## src/logic/led_pwm_map.svh

```systemverilog
/*
 * Holds register addresses, reset values, field slices and link counts
 * of the LED driver configuration and open-detect block.
 * Assumes it is included by bare name after the package.
 */
`ifndef LED_PWM_MAP_SVH
`define LED_PWM_MAP_SVH

// -----------------------------------------------------------------
// Register addresses
// -----------------------------------------------------------------
`define ADDR_SCAN_LINE    8'h02
`define ADDR_GROUP_COUNT  8'h03
`define ADDR_ROW_WIDTH    8'h04
`define ADDR_GHOST_TIMING 8'h05
`define ADDR_CLOCK_MULT   8'h06
`define ADDR_GAMMA        8'h07
`define ADDR_GAIN         8'h08
`define ADDR_CURRENT_MODE 8'h09
`define ADDR_COUPLING_ENH 8'h0A
`define ADDR_MODE         8'h0C

// -----------------------------------------------------------------
// Reset values
// -----------------------------------------------------------------
`define RST_SCAN_LINE    8'h2A
`define RST_GROUP_COUNT  8'h3F
`define RST_ROW_WIDTH    8'h20
`define RST_GHOST_TIMING 8'h34
`define RST_CLOCK_MULT   8'h42
`define RST_GAMMA        8'h00
`define RST_GAIN         8'h7F
`define RST_CURRENT_MODE 8'h60
`define RST_COUPLING_ENH 8'hBE
`define RST_MODE         8'h90

// -----------------------------------------------------------------
// Field slices and bit positions
// -----------------------------------------------------------------
`define F_ARM_HIGH      7
`define F_LINE_SET      5:0
`define F_ARM_LOW       7
`define F_GROUP_SET     6:0
`define F_ROW_WIDTH     6:0
`define F_GHOST_FIRST   7:4
`define F_GHOST_SECOND  3:0
`define F_COUPLING_COEF 7:3
`define F_MULT          1:0
`define F_MULT_DIV      2:0
`define F_GAMMA_C_EN    7
`define F_GAMMA_COARSE  6:4
`define F_GAMMA_F_EN    3
`define F_GAMMA_FINE    2:0
`define F_GAIN_COARSE   7:6
`define F_GAIN_FINE     5:0
`define F_INTERNAL_CUR  7
`define F_COUPLING_ONE  4:0
`define F_COUPLING_BST  7:6
`define F_SYNC_MODE     7:6
`define F_BAD_SPOT      1
`define F_DETECT_EN     0

// -----------------------------------------------------------------
// Link counts (shift clocks while the latch strobe is high)
// -----------------------------------------------------------------
`define WRITE_LE_CLKS   4'h5
`define ARM_LE_CLKS     4'hE
`define LE_CNT_MAX      4'hF

`endif

```

## src/logic/led_pwm_pkg.sv

```systemverilog
/*
 * Holds the state type of the LED driver configuration block.
 * Assumes nothing of its surroundings.
 */
`default_nettype none
package led_pwm_pkg;

	// -----------------------------------------------------------------
	// Whole block state
	// -----------------------------------------------------------------
	typedef struct packed {
		logic [2:0]        shift_clock_p;      // Shift clock sync pipe
		logic [1:0]        sdi_p;       // Serial data sync pipe
		logic [2:0]        le_p;        // Latch strobe sync pipe
		logic [2:0]        row_p;       // Row signal sync pipe
		logic [15:0]       sense_s1;    // Open sense, first stage
		logic [15:0]       sense_s2;    // Open sense, second stage
		logic [15:0]       shift;       // Serial shift register
		logic [3:0]        le_cnt;      // Clocks seen while latch high
		logic              armed;       // Arm command seen last
		logic [7:0]        reg02;       // Scan line config
		logic [7:0]        reg03;       // Group count config
		logic [7:0]        reg04;       // Row width config
		logic [7:0]        reg05;       // Ghost removal timing
		logic [7:0]        reg06;       // Clock multiply config
		logic [7:0]        reg07;       // Gamma adjust
		logic [7:0]        reg08;       // Current gain
		logic [7:0]        reg09;       // Current mode and coupling
		logic [7:0]        reg0a;       // Coupling enhance config
		logic [7:0]        reg0c;       // Mode register
		logic [5:0]        line;        // Current scan line
		logic [6:0]        group;       // Current display group
		logic [63:0][15:0] open_map;    // Open channels per line
		logic [7:0]        group_count; // Groups in use
		logic [6:0]        line_count;  // Lines in use
		logic [2:0]        mult;        // Grayscale clock multiplier
		logic [15:0]       max_gray;    // Highest grayscale count
		logic [10:0]       row_time;    // Row time in shift clocks
		logic [15:0]       blank;       // Channels suppressed
		logic              row_start;   // Row period started
		logic              detect;      // Open detection active
	} state_t;

endpackage
`default_nettype wire

```

## src/logic/led_pwm_config_open_detect.sv

```systemverilog
/*
 * Holds the configuration registers, derived display figures and the
 * open-circuit detection with bad-spot removal of an LED PWM driver.
 * Assumes the serial pins and open sense lines arrive asynchronously,
 * and that the shift clock runs well below half of CLK_SYS.
 */
`timescale 1ns/100ps
`default_nettype none
`include "led_pwm_map.svh"

// How it works
// Groups in use equal group field plus one
// Card programs groups as refresh over frame
// Any group value accepted in every mode
// Grayscale multiplier is clock field plus one
// Max gray is four-width-group product, minus one
// Row time formula, rounded, plus break time
// Bad-spot removal follows mode bit one
// Card starts test after power-on or request
// Detection needs arm high, arm low, enable
// Card lowers knee and quarters gain first
// Card parks line zero for one frame
// Card sweeps all lines and back quickly
// Row high detects, results latched on low
// Card pulses row once per scanned line
// Card ends detection, then enables removal
// Card holds latch low, clocks continuously
// Lines scanned equal line field plus one
// Coarse and fine gamma, each gated separately
// Gain register holds coarse and fine fields
// Bit seven picks internal current setting
// Two sixteen-level ghost times feed row time
// Coupling level and boost level provided
// Arm then five-clock latch writes address, data
// Sync mode field picks display mode
// Row rising edge starts row period
module led_pwm_config_open_detect #(
	parameter logic [7:0] BREAK_TIME = 8'h00
) (
	input  wire logic        CLK_SYS,
	input  wire logic        RESET,
	input  wire logic        CE,
	input  wire logic        SHIFT_CLOCK,
	input  wire logic        SERIAL_DATA,
	input  wire logic        LATCH_STROBE,
	input  wire logic        ROW,
	input  wire logic [15:0] OPEN_SENSE,
	output logic      [7:0]  GROUP_COUNT,
	output logic      [6:0]  LINE_COUNT,
	output logic      [2:0]  GRAY_CLOCK_MULT,
	output logic      [15:0] MAX_GRAY,
	output logic      [10:0] ROW_TIME,
	output logic      [5:0]  CURRENT_LINE,
	output logic      [6:0]  CURRENT_GROUP,
	output logic             ROW_START,
	output logic             OPEN_DETECT_ACTIVE,
	output logic             BAD_SPOT_REMOVAL,
	output logic      [15:0] CHANNEL_BLANK,
	output logic      [1:0]  SYNC_MODE,
	output logic      [2:0]  GAMMA_COARSE_LEVEL,
	output logic      [2:0]  GAMMA_FINE_LEVEL,
	output logic      [1:0]  GAIN_COARSE,
	output logic      [5:0]  GAIN_FINE,
	output logic             INTERNAL_CURRENT_SELECT,
	output logic      [4:0]  COUPLING_COEFFICIENT,
	output logic      [4:0]  COUPLING_LEVEL_ONE,
	output logic      [1:0]  COUPLING_BOOST_LEVEL,
	output logic      [3:0]  GHOST_TIME_FIRST,
	output logic      [3:0]  GHOST_TIME_SECOND
);
	import led_pwm_pkg::*;

	// -----------------------------------------------------------------
	// Decoding helpers
	// -----------------------------------------------------------------
	// Level passes only while its switch is on
	function automatic logic [2:0] gated_level(input logic en, input logic [2:0] lvl);
		gated_level = en ? lvl : 3'h0;
	endfunction

	// -----------------------------------------------------------------
	// State and edge terms
	// -----------------------------------------------------------------
	state_t      q;         // Registered state
	state_t      d;         // Next state
	logic        shift_clock_rise; // Shift clock rising edge
	logic        le_fall;   // Latch strobe falling edge
	logic        row_rise;  // Row rising edge
	logic        row_fall;  // Row falling edge
	logic        det_now;   // Detection conditions all met
	logic [9:0]  row_num;   // Row time numerator
	logic [3:0]  row_div;   // Row time divisor
	logic [7:0]  width_p1;  // Row width plus one
	logic [7:0]  group_p1;  // Group field plus one
	logic [17:0] gray_prod; // Full max gray product

	assign shift_clock_rise = q.shift_clock_p[1] & ~q.shift_clock_p[2];
	assign le_fall   = ~q.le_p[1] & q.le_p[2];
	assign row_rise  = q.row_p[1] & ~q.row_p[2];
	assign row_fall  = ~q.row_p[1] & q.row_p[2];
	assign det_now   = q.reg02[`F_ARM_HIGH] & ~q.reg03[`F_ARM_LOW]
		& q.reg0c[`F_DETECT_EN];

	// -----------------------------------------------------------------
	// Derived display figures
	// -----------------------------------------------------------------
	// Numerator and divisor of the row time, full product of max gray
	always_comb begin
		row_num   = 10'({q.reg05[`F_GHOST_FIRST], 1'b0})
			+ 10'({q.reg05[`F_GHOST_SECOND], 1'b0})
			+ 10'({q.reg04[`F_ROW_WIDTH], 2'b00}) + 10'h008;
		row_div   = {1'b0, q.reg06[`F_MULT_DIV]} + 4'h1;
		width_p1  = {1'b0, q.reg04[`F_ROW_WIDTH]} + 8'h01;
		group_p1  = {1'b0, q.reg03[`F_GROUP_SET]} + 8'h01;
		gray_prod = 18'({width_p1, 2'b00}) * 18'(group_p1) - 18'h00001;
	end

	// -----------------------------------------------------------------
	// Next state
	// -----------------------------------------------------------------
	always_comb begin
		d = q;
		// Two-stage pin synchronisers, third stage for edges
		d.shift_clock_p   = {q.shift_clock_p[1:0], SHIFT_CLOCK};
		d.sdi_p    = {q.sdi_p[0], SERIAL_DATA};
		d.le_p     = {q.le_p[1:0], LATCH_STROBE};
		d.row_p    = {q.row_p[1:0], ROW};
		d.sense_s1 = OPEN_SENSE;
		d.sense_s2 = q.sense_s1;
		d.row_start = 1'b0;

		// Shift data while latch low, count clocks while latch high
		if (shift_clock_rise) begin
			if (q.le_p[1]) begin
				if (q.le_cnt != `LE_CNT_MAX) begin
					d.le_cnt = q.le_cnt + 4'h1;
				end
			end else begin
				d.shift = {q.shift[14:0], q.sdi_p[1]};
			end
		end

		// Command decode on the latch falling edge
		if (le_fall) begin
			d.le_cnt = 4'h0;
			d.armed  = (q.le_cnt == `ARM_LE_CLKS);
			if (q.armed && q.le_cnt == `WRITE_LE_CLKS) begin
				// Address in the first byte, data in the second
				case (q.shift[15:8])
					`ADDR_SCAN_LINE:    d.reg02 = q.shift[7:0];
					`ADDR_GROUP_COUNT:  d.reg03 = q.shift[7:0];
					`ADDR_ROW_WIDTH:    d.reg04 = q.shift[7:0];
					`ADDR_GHOST_TIMING: d.reg05 = q.shift[7:0];
					`ADDR_CLOCK_MULT:   d.reg06 = q.shift[7:0];
					`ADDR_GAMMA:        d.reg07 = q.shift[7:0];
					`ADDR_GAIN:         d.reg08 = q.shift[7:0];
					`ADDR_CURRENT_MODE: d.reg09 = q.shift[7:0];
					`ADDR_COUPLING_ENH: d.reg0a = q.shift[7:0];
					`ADDR_MODE:         d.reg0c = q.shift[7:0];
					default: begin
						// Unmapped address, write dropped
						d.reg0c = q.reg0c;
					end
				endcase
			end
		end

		// Row period start, line and group stepping
		if (row_rise) begin
			d.row_start = 1'b1;
			if (q.line >= q.reg02[`F_LINE_SET]) begin
				d.line = 6'h00;
				if (q.group >= q.reg03[`F_GROUP_SET]) begin
					d.group = 7'h00;
				end else begin
					d.group = q.group + 7'h01;
				end
			end else begin
				d.line = q.line + 6'h01;
			end
		end

		// Open results latched as the row goes low
		if (row_fall && det_now) begin
			d.open_map[q.line] = q.sense_s2;
		end

		// Registered figures and flags
		d.group_count = group_p1;
		d.line_count  = {1'b0, q.reg02[`F_LINE_SET]} + 7'h01;
		d.mult        = {1'b0, q.reg06[`F_MULT]} + 3'h1;
		d.max_gray    = gray_prod[15:0];
		d.row_time    = 11'((row_num + 10'(row_div >> 1)) / 10'(row_div))
			+ 11'(BREAK_TIME);
		d.detect      = det_now;
		d.blank       = q.reg0c[`F_BAD_SPOT] ? q.open_map[q.line] : 16'h0000;
	end

	// -----------------------------------------------------------------
	// State register
	// -----------------------------------------------------------------
	always_ff @(posedge CLK_SYS) begin
		if (RESET) begin
			q       <= '0;
			q.reg02 <= `RST_SCAN_LINE;
			q.reg03 <= `RST_GROUP_COUNT;
			q.reg04 <= `RST_ROW_WIDTH;
			q.reg05 <= `RST_GHOST_TIMING;
			q.reg06 <= `RST_CLOCK_MULT;
			q.reg07 <= `RST_GAMMA;
			q.reg08 <= `RST_GAIN;
			q.reg09 <= `RST_CURRENT_MODE;
			q.reg0a <= `RST_COUPLING_ENH;
			q.reg0c <= `RST_MODE;
		end else if (CE) begin
			q <= d;
		end
	end

	// -----------------------------------------------------------------
	// Outputs
	// -----------------------------------------------------------------
	assign GROUP_COUNT        = q.group_count;
	assign LINE_COUNT         = q.line_count;
	assign GRAY_CLOCK_MULT    = q.mult;
	assign MAX_GRAY           = q.max_gray;
	assign ROW_TIME           = q.row_time;
	assign CURRENT_LINE       = q.line;
	assign CURRENT_GROUP      = q.group;
	assign ROW_START          = q.row_start;
	assign OPEN_DETECT_ACTIVE = q.detect;
	assign BAD_SPOT_REMOVAL   = q.reg0c[`F_BAD_SPOT];
	assign CHANNEL_BLANK      = q.blank;
	assign SYNC_MODE          = q.reg0c[`F_SYNC_MODE];
	// Gamma levels read zero while their switch is off
	assign GAMMA_COARSE_LEVEL = gated_level(q.reg07[`F_GAMMA_C_EN],
		q.reg07[`F_GAMMA_COARSE]);
	assign GAMMA_FINE_LEVEL   = gated_level(q.reg07[`F_GAMMA_F_EN],
		q.reg07[`F_GAMMA_FINE]);
	assign GAIN_COARSE        = q.reg08[`F_GAIN_COARSE];
	assign GAIN_FINE          = q.reg08[`F_GAIN_FINE];
	assign INTERNAL_CURRENT_SELECT = q.reg09[`F_INTERNAL_CUR];
	assign COUPLING_COEFFICIENT = q.reg06[`F_COUPLING_COEF];
	assign COUPLING_LEVEL_ONE = q.reg09[`F_COUPLING_ONE];
	assign COUPLING_BOOST_LEVEL = q.reg0a[`F_COUPLING_BST];
	assign GHOST_TIME_FIRST   = q.reg05[`F_GHOST_FIRST];
	assign GHOST_TIME_SECOND  = q.reg05[`F_GHOST_SECOND];
endmodule
`default_nettype wire

```

## config.mk

```make
export PLATFORM = sky130hd
export DESIGN_NAME = led_pwm_config_open_detect
export DESIGN_NICKNAME = d
export VERILOG_FILES = /design/src/logic/led_pwm_pkg.sv /design/src/logic/led_pwm_config_open_detect.sv
export VERILOG_INCLUDE_DIRS = /design/src /design/src/logic
export SDC_FILE = /design/constraint.sdc
export NUM_CORES = 2
export LEC_CHECK = 0
export BUFFER_PORTS_ARGS = -buffer_cell sky130_fd_sc_hd__buf_4
export CORE_ASPECT_RATIO = 0.7
export CORE_UTILIZATION = 45
export CTS_CLUSTER_DIAMETER = 30
export CTS_CLUSTER_SIZE = 24
export DETAILED_ROUTE_END_ITERATION = 16
export PLACE_DENSITY = 0.58
export SYNTH_ARGS = -nofsm -noshare
export SYNTH_HDL_FRONTEND = slang
export SYNTH_SLANG_ARGS = --single-unit
```

## constraint.sdc

```tcl
create_clock -name CLK_SYS -period 44.6 [get_ports CLK_SYS]
set_input_delay 6.69 -clock CLK_SYS [delete_from_list [all_inputs] [get_ports CLK_SYS]]
set_output_delay 6.69 -clock CLK_SYS [all_outputs]
set_load 0.02 [all_outputs]
```

==> flow_metrics.tcl <==
set metrics [dict create \
    drtIter0Drc 6359 \
    ir_worst_vdd_mv 0.0393 \
    crit_start "q[1140]" \
    switchingPower_uw 646 \
    hold_start "q[1132]" \
    drive_above_1_share 0.0971 \
    cpMaxStageDelayCell "dfxtp_1" \
    design_area_mm2 0.0629 \
    setup_viol 0 \
    synth_area_mm2 0.0547 \
    grtUsageTotal 0.319 \
    pwr-share-seq 0.402 \
    slew_violations 0 \
    reg2reg_slack_ns 24.62 \
    arrival_ns 20.66 \
    worst_path_most_repeated_cell "ha_1" \
    die_h_um 294 \
    critical_path_class "flop to flop" \
    maxSlewHeadroom 0.136 \
    cts.path.max_buffers 3 \
    worst_pin_slew_ns 1.29 \
    core.rowCount 106 \
    crit_path_start_kind "flop" \
    instances_no_fill 8666 \
    p_leak_nw 21.1 \
    dpl.cell_count 8295 \
    grt_pass1_wl_um 301000 \
    worstSetupEndpointType "flop" \
    worstReg2RegStart "q[1140]" \
    final_util 0.524 \
    synth_area_per_cell_um2 7.70 \
    hpwl_um 117000 \
    nets 7037 \
    p_sw_frac 0.234 \
    rsz0062_at_grt "false" \
    ys_types 77 \
    worstPathMaxFanout 19 \
    dp_slack_ns 24.93 \
    setup_slack_ns 24.62 \
    grt_pass1_vias 47100 \
    status "complete, no violations" \
    synth_edf_count 0 \
    synthFlopType "dfxtp_1" \
    drc 0 \
    ys_warn_count 0 \
    overflow 0 \
    start_util 0.456 \
    fmax_mhz 50.0 \
    hold_violations 0 \
    clk_pin_slew_ns 0.05 \
    place_congestion 0.856 \
    worst_skew_pair.late_latency_ns 0.83 \
    grt_max_degree 249 \
    dr.pass1.iters 6 \
    clock-sinks 1229 \
    die_area_mm2 0.123 \
    viasPerCell 5.87 \
    synthCells 7112 \
    io_pins 137 \
    cap_violations 0 \
    ctsRootBufferMaster "clkbuf_16" \
    critPathTopFamily "compound AO/OA/AOI/OAI gates" \
    area_growth_pct 14.9 \
    totalWireLength_um 202000 \
    setup_tns_ns 0 \
    synth_nets 7274 \
    cpPeakStageDelay_ns 0.81 \
    path_buf_inv 1 \
    placed_area_mm2 0.0559 \
    ctsHoldBuffers 0 \
    async_reset_ff_frac 0 \
    core_mm2 0.120 \
    crit_required_ns 45.28 \
    cts_resized 0 \
    post-route-period-util 0.448 \
    yosysSeqAreaShare 0.449 \
    ys_ff_latch 1229 \
    p_int_mw 2.11 \
    cts_setup_buffers 0 \
    fill_cells 11300 \
    wl_per_cell_um 23.3 \
    fin_skew_ns 0.0502 \
    p_total_mw 2.76 \
    p_per_area_mw_per_mm2 43.9 \
    portBuffers 136 \
    antenna_found_initial 2 \
    vias 50900 \
    clkPwrFrac 0.579 \
    fin_crit_ns 19.98 \
    whs_ns 0.447 \
    cts_tree "built" \
    hp-class "flop to flop" \
    ant_nets 0 \
    numCtsBuffers 198 \
    die_x_um 419 \
    n_antenna_cell 0 \
    h-tree-depth 4 \
    share_comb_of_total_power 0.019 \
]
## cells in the mapped netlist (all sizes together) (5+ instances only)
cell	number	area [µm²]
a211o	23	201
a211oi	26	195
a21o	11	82.6
a21oi	1171	5860
a221oi	52	473
a22o	50	438
a22oi	417	3140
a311oi	11	96.3
a31oi	42	263
a41oi	35	307
and2	27	169
and3	10	62.6
buf	130	882
clkbuf	542	2030
dfxtp	1229	24600
fa	41	821
ha	98	1230
inv	100	375
mux2	10	131
mux2i	82	821
nand2	2285	8580
nand2b	16	108
nand3	50	250
nand3b	7	52.6
nand4	66	413
nor2	290	1100
nor2b	41	257
nor3	38	190
nor4	12	81.3
o211ai	5	37.5
o21a	18	135
o21ai	32	160
o21bai	7	52.6
o31ai	8	65.1
or2	15	93.8
or3	17	111
xnor2	44	385
xor2	17	149
## cell usage in the layout, fill, tap and decap left out, drive strengths merged, types with 18 or more instances in the layout
master	count
a21oi	1171
a221oi	52
ha	98
bufinv	21
inv	121
dfxtp	1229
nor2	290
a211o	23
a22o	50
clkinvlp	25
mux2i	82
nand2	2285
a211oi	26
xnor2	44
nor2b	41
and2	27
a22oi	417
clkbuf	248
nor3	38
buf	235
clkinv	57
a41oi	35
nand4	66
nand3	50
fa	41
o21a	18
o21ai	32
a31oi	42
## state kept, by name, summed over array words and instances, names as in the netlist, 2 cells and up
name,cells
CHANNEL_BLANK,16
LINE_COUNT,7
COUPLING_LEVEL_ONE,5
CURRENT_GROUP,7
CURRENT_LINE,6
GHOST_TIME_FIRST,4
q,1099
GRAY_CLOCK_MULT,3
GROUP_COUNT,8
ROW_TIME,11
SYNC_MODE,2
MAX_GRAY,15
GHOST_TIME_SECOND,4
GAIN_FINE,6
COUPLING_BOOST_LEVEL,2
d,23
COUPLING_COEFFICIENT,5
GAIN_COARSE,2
## cells by family (layout without fill, tap and decap cells)
group | after synthesis | in the layout | synth area share
mux | 92 | 92 | 0.0174
fa+ha+maj | 139 | 139 | 0.0374
buf+inv | 773 | 707 | 0.0602
xor+xnor | 61 | 61 | 0.00976
flops | 1229 | 1229 | 0.449
compound gates | 1928 | 1928 | 0.214
simple gates | 2890 | 2890 | 0.212
## routing by layer
layer | up-vias | wire [µm] | track usage | part of all wire
met3 | 354 | 22000 | 0.0741 | 0.11
met4 | 0 | 5520 | 0.106 | 0.027
met5 | - | 0 | 0 | 0
met2 | 2453 | 84500 | 0.462 | 0.42
li1 | 23700 | - | - | -
met1 | 24400 | 89900 | 0.463 | 0.45
## worst paths after layout
path              cells past startpoint           to
hold / removal                        2      q[1132]
setup / recovery                     77  ROW_TIME[0]
hold reg to reg                       2      q[1132]
setup reg to reg                     77  ROW_TIME[0]
## final cells by class
type	count	area [µm²]	share of cell area
clock buffers	248	5460	0.0867
clock inverters	123	1570	0.0250
inverters	101	379	0.00603
multi-input cells	5110	27000	0.429
flip-flops and latches	1229	24600	0.391
well taps	1620	2030	0.0322
repair buffers	235	1850	0.0294
## worst reg2reg max path, delay by kind of cell (launching register included)
kind,cells,cell delay [ns]
simple gates,22,4.97
xor+xnor,1,0.19
buf+inv,1,0.09
compound gates,34,7.91
flops,1,0.81
fa+ha+maj,15,4.82
mux,4,1.08
## power groups by stage
stage / clock network, mW / registers [mW] / logic, mW
detailed placement: 0 / 1.13 / 0.0514
finish: 1.60 / 1.11 / 0.0525
global placement: 0 / 1.13 / 0.0516
floorplan: 0 / 1.13 / 0.0379
CTS: 1.61 / 1.11 / 0.0515
global route: 1.66 / 1.11 / 0.0548
(Power assumes the default switching activity.)
